`config.mk`:
```
export PLATFORM = sky130hd
export DESIGN_NAME = wdt_top
export DESIGN_NICKNAME = d
export VERILOG_FILES = /design/src/hdl/wdt_pkg.sv /design/src/hdl/wdt_link_if.sv /design/src/hdl/wdt_osc_tick.sv /design/src/hdl/wdt_rst_pulse.sv /design/src/hdl/wdt_top.sv
export VERILOG_INCLUDE_DIRS = /design/src /design/src/hdl
export SDC_FILE = /design/constraint.sdc
export NUM_CORES = 1
export LEC_CHECK = 0
export ABC_AREA = 1
export ABC_CLOCK_PERIOD_IN_PS = 2000
export BUFFER_PORTS_ARGS = -buffer_cell sky130_fd_sc_hd__buf_2
export CAP_MARGIN = 20
export CORE_MARGIN = 2
export CORE_UTILIZATION = 30
export CTS_CLUSTER_DIAMETER = 30
export DETAILED_ROUTE_END_ITERATION = 10
export HOLD_SLACK_MARGIN = 0.06
export PLACE_DENSITY_LB_ADDON = 0.08
export SLEW_MARGIN = 0
export SYNTH_ARGS = -nofsm -noshare
export SYNTH_HDL_FRONTEND = slang
export SYNTH_HIERARCHICAL = 1
export SYNTH_SLANG_ARGS = --single-unit
export TNS_END_PERCENT = 50
```
`constraint.sdc`:
```
create_clock -name sys_clk -period 2 [get_ports sys_clk]
set_input_delay 0.5 -clock sys_clk [delete_from_list [all_inputs] [get_ports sys_clk]]
set_output_delay 0.5 -clock sys_clk [all_outputs]
set_load 0.01 [all_outputs]
```
`src/hdl/wdt_consts.svh`:
```
`ifndef WDT_CONSTS_SVH
`define WDT_CONSTS_SVH

// ----------------------------------------------------------------
// Register map
// ----------------------------------------------------------------
`define WDT_ADDR_CTRL 8'ha5
`define WDT_ADDR_COUNT 8'hff

// ----------------------------------------------------------------
// Control values and reset values
// ----------------------------------------------------------------
`define WDT_CTRL_RESET 8'ha5
`define WDT_CTRL_HALT 8'ha5
`define WDT_CTRL_UNLOCK 8'h5a
`define WDT_CTRL_LOCKED 8'h00
`define WDT_COUNT_RESET 8'h00
`define WDT_COUNT_MAX 8'hff
`define WDT_READ_NONE 8'h00

// ----------------------------------------------------------------
// Widths
// ----------------------------------------------------------------
`define WDT_PRESC_W 11
`define WDT_COUNT_W 8
`define WDT_DIV_CW 16
`define WDT_PULSE_CW 16
`define WDT_PRESC_MAX 11'h7ff

// ----------------------------------------------------------------
// Timing
// ----------------------------------------------------------------
`define WDT_SYS_FREQ_KHZ 100000
`define WDT_OSC_FREQ_KHZ 1000
`define WDT_OSC_DIV (`WDT_SYS_FREQ_KHZ / `WDT_OSC_FREQ_KHZ)
`define WDT_PRESC_PERIOD 2048
`define WDT_PULSE_MULT 16
`define WDT_PULSE_TICKS (`WDT_PULSE_MULT * `WDT_PRESC_PERIOD)

`endif

```
`src/hdl/wdt_pkg.sv`:
```
`include "wdt_consts.svh"

package wdt_pkg;

	typedef enum logic [1:0] {
		WDT_PS_IDLE = 2'b01,
		WDT_PS_ACTIVE = 2'b10
	} wdt_pulse_state_t;

	typedef struct packed {
		logic [`WDT_DIV_CW-1:0] div;
		logic tick;
	} wdt_osc_state_t;

	typedef struct packed {
		wdt_pulse_state_t state;
		logic [`WDT_PULSE_CW-1:0] cnt;
		logic busy;
	} wdt_pulse_t;

	typedef struct packed {
		logic [`WDT_COUNT_W-1:0] ctrl;
		logic [`WDT_COUNT_W-1:0] count;
		logic [`WDT_PRESC_W-1:0] presc;
		logic pin_meta;
		logic pin_sync;
		logic [`WDT_COUNT_W-1:0] rd_data;
		logic chip_rst;
		logic pin_drive;
		logic running;
	} wdt_core_t;

endpackage

```
`src/hdl/wdt_link_if.sv`:
```
`timescale 1ns/1ps

interface wdt_link_if;
	logic run;
	logic tick;
	logic fire;
	logic busy;

	modport osc(input run, output tick);
	modport pulse(input fire, input tick, output busy);
	modport core(output run, output fire, input tick, input busy);
endinterface

```
`src/hdl/wdt_osc_tick.sv`:
```
`timescale 1ns/1ps
`include "wdt_consts.svh"

// Stands in for the dedicated watchdog oscillator: one tick per oscillator cycle
module wdt_osc_tick #(
	parameter int OSC_DIV = `WDT_OSC_DIV
) (
	input wire logic sys_clk,
	input wire logic rst,
	input wire logic ce,
	wdt_link_if.osc lnk
);
	localparam logic [`WDT_DIV_CW-1:0] DIV_LAST = `WDT_DIV_CW'(OSC_DIV - 1);

	wdt_pkg::wdt_osc_state_t state_reg;
	wdt_pkg::wdt_osc_state_t state_next;

	always_comb begin
		state_next = state_reg;
		state_next.tick = 1'b0;
		if (!lnk.run) begin
			// Oscillator stopped: phase restarts on the next enable
			state_next.div = '0;
		end else if (state_reg.div == DIV_LAST) begin
			state_next.div = '0;
			state_next.tick = 1'b1;
		end else begin
			state_next.div = state_reg.div + `WDT_DIV_CW'(1);
		end
	end

	always_ff @(posedge sys_clk) begin
		if (rst) begin
			state_reg <= '0;
		end else if (ce) begin
			state_reg <= state_next;
		end
	end

	assign lnk.tick = state_reg.tick;
endmodule

```
`src/hdl/wdt_rst_pulse.sv`:
```
`timescale 1ns/1ps
`include "wdt_consts.svh"

// Stretches an overflow into the long reset pulse, timed in oscillator ticks
module wdt_rst_pulse #(
	parameter int PULSE_TICKS = `WDT_PULSE_TICKS
) (
	input wire logic sys_clk,
	input wire logic rst,
	input wire logic ce,
	wdt_link_if.pulse lnk
);
	localparam logic [`WDT_PULSE_CW-1:0] CNT_LAST = `WDT_PULSE_CW'(PULSE_TICKS - 1);

	wdt_pkg::wdt_pulse_t state_reg;
	wdt_pkg::wdt_pulse_t state_next;

	always_comb begin
		state_next = state_reg;
		unique case (state_reg.state)
			wdt_pkg::WDT_PS_IDLE: begin
				if (lnk.fire) begin
					state_next.state = wdt_pkg::WDT_PS_ACTIVE;
					state_next.cnt = '0;
					state_next.busy = 1'b1;
				end
			end
			wdt_pkg::WDT_PS_ACTIVE: begin
				if (lnk.tick) begin
					if (state_reg.cnt == CNT_LAST) begin
						state_next.state = wdt_pkg::WDT_PS_IDLE;
						state_next.busy = 1'b0;
					end else begin
						state_next.cnt = state_reg.cnt + `WDT_PULSE_CW'(1);
					end
				end
			end
			default: begin
				state_next.state = wdt_pkg::WDT_PS_IDLE;
				state_next.busy = 1'b0;
			end
		endcase
	end

	always_ff @(posedge sys_clk) begin
		if (rst) begin
			state_reg <= '{state: wdt_pkg::WDT_PS_IDLE, cnt: '0, busy: 1'b0};
		end else if (ce) begin
			state_reg <= state_next;
		end
	end

	assign lnk.busy = state_reg.busy;
endmodule

```
`src/hdl/wdt_top.sv`:
```
`timescale 1ns/1ps
`include "wdt_consts.svh"

//
// Overview of operation
// Watchdog is an 11-bit prescaler feeding an 8-bit software-visible count.
// Prescaler advances on every cycle of the dedicated 1 MHz oscillator.
// Count increments once every 2048 oscillator cycles.
// Count overflow resets the whole microcontroller.
// Overflow drives a reset pulse on the reset pin for 16 x 2048 oscillator cycles.
// Internal watchdog reset applies even while the reset pin is held low.
// During reset ports 1-3 are forced high and port 0 floats.
// Control register sits at address a5 and is readable and writable.
// Control value a5 stops the oscillator and holds prescaler and count cleared; the code keeps the oscillator running while the reset pulse is timed.
// Any reset loads the control register with a5, disabling the watchdog.
// Any control value other than a5 enables the watchdog.
// Enabled watchdog counts independently of the crystal clock.
// Reading the count returns the live value without stopping it.
// A count write is accepted only while control holds 5a.
// Accepted count write clears prescaler and control, keeping watchdog enabled and locked.
// Software must reload the count before the timeout expires.
// Timeout from reload is (256 - loaded count) x 2048 oscillator periods.
// Watchdog reset ends power-down like an external reset; only RAM survives.
// Overflow means the count wrapping from ff to 00 on an increment.
// A count write while control is not 5a is ignored entirely.
module wdt_top #(
	parameter int OSC_DIV = `WDT_OSC_DIV,
	parameter int PULSE_TICKS = `WDT_PULSE_TICKS
) (
	input wire logic sys_clk,
	input wire logic rst,
	input wire logic ce,
	input wire logic [7:0] addr,
	input wire logic [7:0] wr_data,
	input wire logic wr_en,
	input wire logic rd_en,
	output logic [7:0] rd_data,
	input wire logic rst_pin_i,
	output logic rst_pin_o,
	output logic rst_pin_oe,
	output logic chip_reset,
	output logic port_force_high,
	output logic port0_hiz,
	output logic wdt_running
);

	// ----------------------------------------------------------------
	// Helpers
	// ----------------------------------------------------------------
	function automatic logic hit(input logic [7:0] a, input logic [7:0] target);
		return a == target;
	endfunction

	function automatic logic [7:0] read_mux(input logic [7:0] a, input wdt_pkg::wdt_core_t s);
		logic [7:0] v;
		v = `WDT_READ_NONE;
		if (hit(a, `WDT_ADDR_CTRL)) begin
			v = s.ctrl;
		end else if (hit(a, `WDT_ADDR_COUNT)) begin
			v = s.count;
		end
		return v;
	endfunction

	// Reset value: control holds the halt code, the chip sees reset, pins park
	localparam wdt_pkg::wdt_core_t CORE_RESET = '{
		ctrl: `WDT_CTRL_RESET,
		count: `WDT_COUNT_RESET,
		presc: '0,
		pin_meta: 1'b0,
		pin_sync: 1'b0,
		rd_data: `WDT_READ_NONE,
		chip_rst: 1'b1,
		pin_drive: 1'b0,
		running: 1'b0
	};

	// ----------------------------------------------------------------
	// Oscillator tick and reset pulse stretcher
	// ----------------------------------------------------------------
	wdt_link_if lnk();

	wdt_osc_tick #(
		.OSC_DIV(OSC_DIV)
	) u_osc (
		.sys_clk(sys_clk),
		.rst(rst),
		.ce(ce),
		.lnk(lnk.osc)
	);

	wdt_rst_pulse #(
		.PULSE_TICKS(PULSE_TICKS)
	) u_pulse (
		.sys_clk(sys_clk),
		.rst(rst),
		.ce(ce),
		.lnk(lnk.pulse)
	);

	// ----------------------------------------------------------------
	// Core state
	// ----------------------------------------------------------------
	wdt_pkg::wdt_core_t state_reg;
	wdt_pkg::wdt_core_t state_next;
	logic halted;
	logic any_rst;
	logic presc_wrap;
	logic overflow;
	logic count_wr_ok;

	always_comb begin
		halted = state_reg.ctrl == `WDT_CTRL_HALT;
		// Pin level is only trusted after the second flop
		any_rst = lnk.busy | state_reg.pin_sync;
		presc_wrap = state_reg.presc == `WDT_PRESC_MAX;
		overflow = !halted && lnk.tick && presc_wrap && state_reg.count == `WDT_COUNT_MAX;
		count_wr_ok = wr_en && hit(addr, `WDT_ADDR_COUNT) && state_reg.ctrl == `WDT_CTRL_UNLOCK;

		state_next = state_reg;
		state_next.pin_meta = rst_pin_i;
		state_next.pin_sync = state_reg.pin_meta;

		// Read data stands for exactly one cycle after the strobe
		state_next.rd_data = `WDT_READ_NONE;
		if (rd_en) begin
			state_next.rd_data = read_mux(addr, state_reg);
		end

		if (any_rst) begin
			state_next.ctrl = `WDT_CTRL_RESET;
			state_next.count = `WDT_COUNT_RESET;
			state_next.presc = '0;
		end else begin
			if (halted) begin
				state_next.presc = '0;
				state_next.count = `WDT_COUNT_RESET;
			end else if (lnk.tick) begin
				state_next.presc = state_reg.presc + `WDT_PRESC_W'(1);
				if (presc_wrap) begin
					// Wraps to zero on overflow; the reset then clears it anyway
					state_next.count = state_reg.count + `WDT_COUNT_W'(1);
				end
			end
			// An accepted count write overrides a coincident tick; a control write leaves it in effect
			if (wr_en && hit(addr, `WDT_ADDR_CTRL)) begin
				state_next.ctrl = wr_data;
			end else if (count_wr_ok) begin
				state_next.count = wr_data;
				state_next.presc = '0;
				state_next.ctrl = `WDT_CTRL_LOCKED;
			end
		end

		// Pin input is not gating this: the watchdog pulse asserts chip reset by itself
		state_next.chip_rst = any_rst;
		state_next.pin_drive = lnk.busy;
		state_next.running = !halted && !any_rst;
	end

	always_ff @(posedge sys_clk) begin
		if (rst) begin
			state_reg <= CORE_RESET;
		end else if (ce) begin
			state_reg <= state_next;
		end
	end

	// ----------------------------------------------------------------
	// Link to the helper modules
	// ----------------------------------------------------------------
	// Oscillator keeps running while the pulse is timed, even though control is at halt
	assign lnk.run = !halted || lnk.busy;
	assign lnk.fire = overflow;

	// ----------------------------------------------------------------
	// Outputs
	// ----------------------------------------------------------------
	assign rd_data = state_reg.rd_data;
	assign rst_pin_o = state_reg.pin_drive;
	assign rst_pin_oe = state_reg.pin_drive;
	assign chip_reset = state_reg.chip_rst;
	assign port_force_high = state_reg.chip_rst;
	assign port0_hiz = state_reg.chip_rst;
	assign wdt_running = state_reg.running;
endmodule

```
=== Yosys cells after proc, flatten, opt, wreduce, memory -nomap -nowiden ===
Cells that the tools add are included.
W data, S select, Z words.

* Bits in registers: 76
* Input bits: 22
* Output and inout port bits: 14
* Logic and storage cells: 70

* $add $sub $neg: 4
* Equal/unequal tests: 14
* Mux-type cells: 22
* Bitwise operators: 1
* Reduce and logical (&&, ||, !) cells: 15

{| class="wikitable"
|+ Operator list
! kind !! count
|-
| $mux W19 || 5
|-
| $mux W27 || 2
|-
| $mux W16 || 3
|-
| $mux W8 || 5
|-
| $add A16 B1 Y16 const B || 2
|-
| $eq A8 B8 Y1 const B || 4
|-
| $pmux W16 S2 || 1
|-
| $eq A16 B15 Y1 const B || 1
|-
| $eq A16 B7 Y1 const B || 1
|-
| $add A11 B1 Y11 const B || 1
|-
| $eq A11 B11 Y1 const B || 1
|-
| $add A8 B1 Y8 const B || 1
|-
| $eq A8 B7 Y1 const B || 1
|-
| $logic_and A1 B1 Y1 || 7
|-
| $ne A2 B2 Y1 const B || 3
|-
| $reduce_and A5 Y1 || 1
|-
| $pmux W2 S2 || 1
|-
| $reduce_and A4 Y1 || 1
|-
| $mux W1 || 3
|-
| $reduce_bool A3 Y1 || 1
|-
| $eq A2 B1 Y1 const B || 1
|-
| $eq A2 B2 Y1 const B || 1
|-
| $logic_not A1 Y1 || 2
|-
| $mux W2 || 1
|-
| 6 further kinds || 6
|}

=== Longest topological paths before layout ===
* Depth after elaboration: 7
* Mapped depth: 14
* Depth with buffers taken out: 13

=== By module ===
Netlist, hierarchy kept.

{| class="wikitable"
|+ By module, submodules not included
! module !! instances !! cells an instance !! area each (um^2) !! seq. area each (um^2)
|-
| wdt_top || 1 || 340 || 2308.5 || 800.8
|-
| wdt_rst_pulse || 1 || 196 || 1262.5 || 360.3
|-
| wdt_osc_tick || 1 || 158 || 1079.8 || 340.3
|}

=== Least setup slack after synthesis ===
OpenSTA, ideal clock, no wires.

* Kind: register to register
* Start: register, netlist name state_reg[13]
* End: register u_pulse/state_reg[2] (netlist bit)
* Library setup time: 112 ps
* Arrival: 1846 ps
* Data required time: 1888 ps
* Path slack: 42 ps
* Cell stages (with the launch flop): 15
* Buffers on the path: 1
* Clock period less this slack: 1958 ps
* Path through: dfxtp_1 > ha_1 > nand3_1 > nor2_1 > nand4_1 > nor4_1 > nand3b_2 > nand2_2 > nor2_8 > nand2_2 > buf_4 > nand3_2 > inv_2 > nand2_1 > nand2_1

{| class="wikitable"
|+ RTL lines
! element !! line !! text
|-
| end signal, assigned || wdt_rst_pulse.sv:47 || <nowiki>state_reg <= '{state: wdt_pkg::WDT_PS_IDLE, cnt: '0, busy: 1'b0};</nowiki>
|-
| end signal, assigned || wdt_rst_pulse.sv:49 || <nowiki>state_reg <= state_next;</nowiki>
|-
| end, declared || wdt_rst_pulse.sv:15 || <nowiki>wdt_pkg::wdt_pulse_t state_reg;</nowiki>
|}

==> results.md <==
- # port buffers: 35
- Unique cell type count in the Yosys netlist: 45
- H-tree depth: 3
- Most used DFF post-synth: dfxtp_1
- CP endpoint kind: register
- Sequential share of the synthesized area: between 30% and 40%
- Yosys warnings: 6
- Placed Area: 5179 um^2
- Clock slew at reported path FFs: 0.06 ns
- Clock share of power: 50.9%
- Clk_lat worst skew: 0.35 ns
- Worst Tran Pin Value: 0.3958 ns
- Asr flop ratio synth: 0%
- Longest Clk Path Bufs: 2
- Starting density of the core: 30.59%
- Fin. max-slew vios: 0
- Post-CTS Hold Buffers: 0
- Die area: 16510 um^2
- Max Fclk: 0.5021 GHz
- Required time of the worst setup path: about 2.3 ns
- Clock sinks: between 70 and 80
- Lkg Pwr: roughly 2.4 nW
- Die Wd: 128.5 um
- Largest family of logic cells by synthesized area: simple AND/OR/NAND/NOR gates
- Core area: ~15000 um^2
- # IOs: 36
- Final Critical Period: 1.991 ns
- CTS buffer count: 9
- Fin crit share: 99.57%
- Vias per cell: 4.708
- Simple-gate area share of the yosys netlist: a little over two fifths
- GR Overflow Total: 0
- ANT cells: 0
- FF+latch area: 1506 um^2
- Die height: 128.5 um
- DP Wirelength: 9848 um
- RSZ-0062 raised after global routing: yes
- Synthesized net count: just over 700
- Multi-input logic area: 2736 um^2
- MaxCap Viol Count: 0
- Startpoint types: register
- Most common cell in the netlist: nand2_1
- Via count: between 4000 and 5000
- Row count: 45
- Synth Area in XOR/XNOR: 2.637%
- Vias in the first global route: about 4300
- FF+latch count, synth: 75
- Share of layout cells above drive strength 1: 24.09%
- Tot GR Track Use: 16.53%
- Status: finished, final reports clean
- First-pass GRT wire length: roughly 22000 um
- Post-synth EDFFs: 0
- Synth area leaders: dfxtp_1 32%, nand2_1 15%, nand3_1 7.3%
- Setup ws final: 0.008551 ns
- Post-route DRC violation count: 0
- WL final: roughly 13000 um
- Gpl congestion: roughly 0.81
- Avg Inst Size Synth: 6.701 um^2
- Setup TNS: 0 ns
- Flop pwr share: between 40% and 50%
- Skew final: 0.008293 ns
- Post-Syn Area: 4651 um^2
- P_sw: 0.8574 mW
- Area growth, synth to finish: 21.52%
- Largest register FFs: 28
- Slew HR: 73.62%
- Synth area leader: dfxtp_1
- Mux cell area share after synthesis: 0%
- Initial antenna violation count: 0
- Root buffer cell: clkbuf_16
- Layout fillers: around 1600
- Combinational share of power: 6.9%
- Synth top area share: between 30% and 40%
- TritonCTS clock tree: done
- Pwr Density: 637.2 nW/um^2
- DR pass1 iterations: 4
- Synth Area in Compound Gates: approximately a tenth
- Setup Crit Path Kind: register to register
- Post-route ant nets: 0
- Hold Path Class: input pin to register
- Crit path DAT: 2.28 ns
- Gate Count Post-Synth: 694
- Crit path max fanout: 6
- Synth Area in Adders: roughly 1.1%
- Worst VDD drop: 402.9 uV
- Largest net degree at the start of global routing: 30
- Post-Place Worst Slack: -0.06798 ns
- Starting DRT DRC Count: 265
- Layout net count: 789
- Internal power: 2.744 mW
- Placed insts: 933
- Post-route cell area: 5652 um^2
- Final Hold Fails: 0
- Sw frac: 23.81%
- Setup Viol. Count Final: 0
- Layout Cells excl Fill: roughly 960
- Total power: 3.602 mW
- Commonest cells post-synth: 186 x nand2_1, 75 x dfxtp_1, 74 x nor2_1
- WL per Instance: 13.57 um
[kinds of logic (layout without fill, tap and decap cells)]
kind of cell | count (synthesis) | count (layout)
buf+inv | 104 | 178
xor+xnor | 14 | 14
flops | 75 | 75
fa+ha+maj | 4 | 4
simple gates | 411 | 411
compound gates | 86 | 86
[placed cells by master, fill, tap and decap left out, types with 10 or more instances in the layout]
| cell type | instances |
|---|---|
| inv_2 | 10 |
| nand2_2 | 10 |
| o21ai_0 | 17 |
| buf_2 | 35 |
| xor2_1 | 11 |
| nor2_2 | 17 |
| nand3_1 | 66 |
| inv_1 | 65 |
| nor2_1 | 72 |
| dfxtp_1 | 71 |
| a21oi_1 | 38 |
| buf_4 | 48 |
| nand4_1 | 16 |
| nand2_1 | 185 |
[area by class of cell]
class | instances | share of cell area [%]
flip-flops and latches | 75 | 26.65
clock buffers | 12 | 4.538
well taps | 188 | 4.162
multi-input cells | 515 | 48.42
repair buffers | 84 | 9.675
clock inverters | 4 | 1.284
inverters | 78 | 5.269
[power groups by stage]
| stage | Clock, mW | Sequential [mW] | Combinational (mW) |
|---|---|---|---|
| 2_1_floorplan | 0 | 1.55 | 0.153 |
| 5_1_grt | 1.94 | 1.52 | 0.277 |
| 3_3_place_gp | 0 | 1.55 | 0.251 |
| 4_1_cts | 1.88 | 1.52 | 0.255 |
| 3_5_place_dp | 0 | 1.55 | 0.253 |
| 6_report | 1.83 | 1.52 | 0.250 |
[worst max-delay path: stages (launching register included)]
cell and delay [ns]:
dfxtp_2 0.36, ha_4 0.16, nand3_4 0.08, nor2_4 0.10, nand4_1 0.14, nor4_2 0.19
nand3b_4 0.19, nand2_4 0.06, nor2_8 0.12, nand3_4 0.13, buf_6 0.15, nor2_8 0.10
nand3_2 0.08, nand2_1 0.07
[through the flow]
stage / util (%) / hold slack, ns
finish: 37.18 / 0.4017
global route: 37.18 / 0.4270
CTS: 36.90 / 0.4017
detailed placement: 34.07 / 0.4558
global placement: 34.07 / 0.4505
floorplan: - / 0.4453
[timing repair]
action / CTS / global route
setup buffers: 6 / 1
endpoints found under the setup margin: 18 / 18
resized for setup: 15 / 7
pin swaps: 0 / 4
[layer usage]
metal / vias up / track usage [%] / part of all wire [%]
met5: - / 0 / 0
met4: 0 / 7.353 / 2.0
met3: 17 / 2.536 / 2.0
met2: 43 / 28.75 / 49
met1: 2073 / 20.21 / 47
li1: 2368 / - / -
[final timing paths]
| check | cells past startpoint | from | end | slack [ns] |
|---|---|---|---|---|
| setup / recovery | 13 | state_reg[24] | u_pulse/state_reg[14] | 0.009 |
| hold / removal | 3 | rst_pin_i | state_next[11] | 0.40 |
| setup reg to reg | 13 | state_reg[24] | u_pulse/state_reg[14] | 0.009 |
| hold reg to reg | 2 | rd_data[6] | rd_data[6] | 0.46 |
Power figures use the tool's default switching activity.
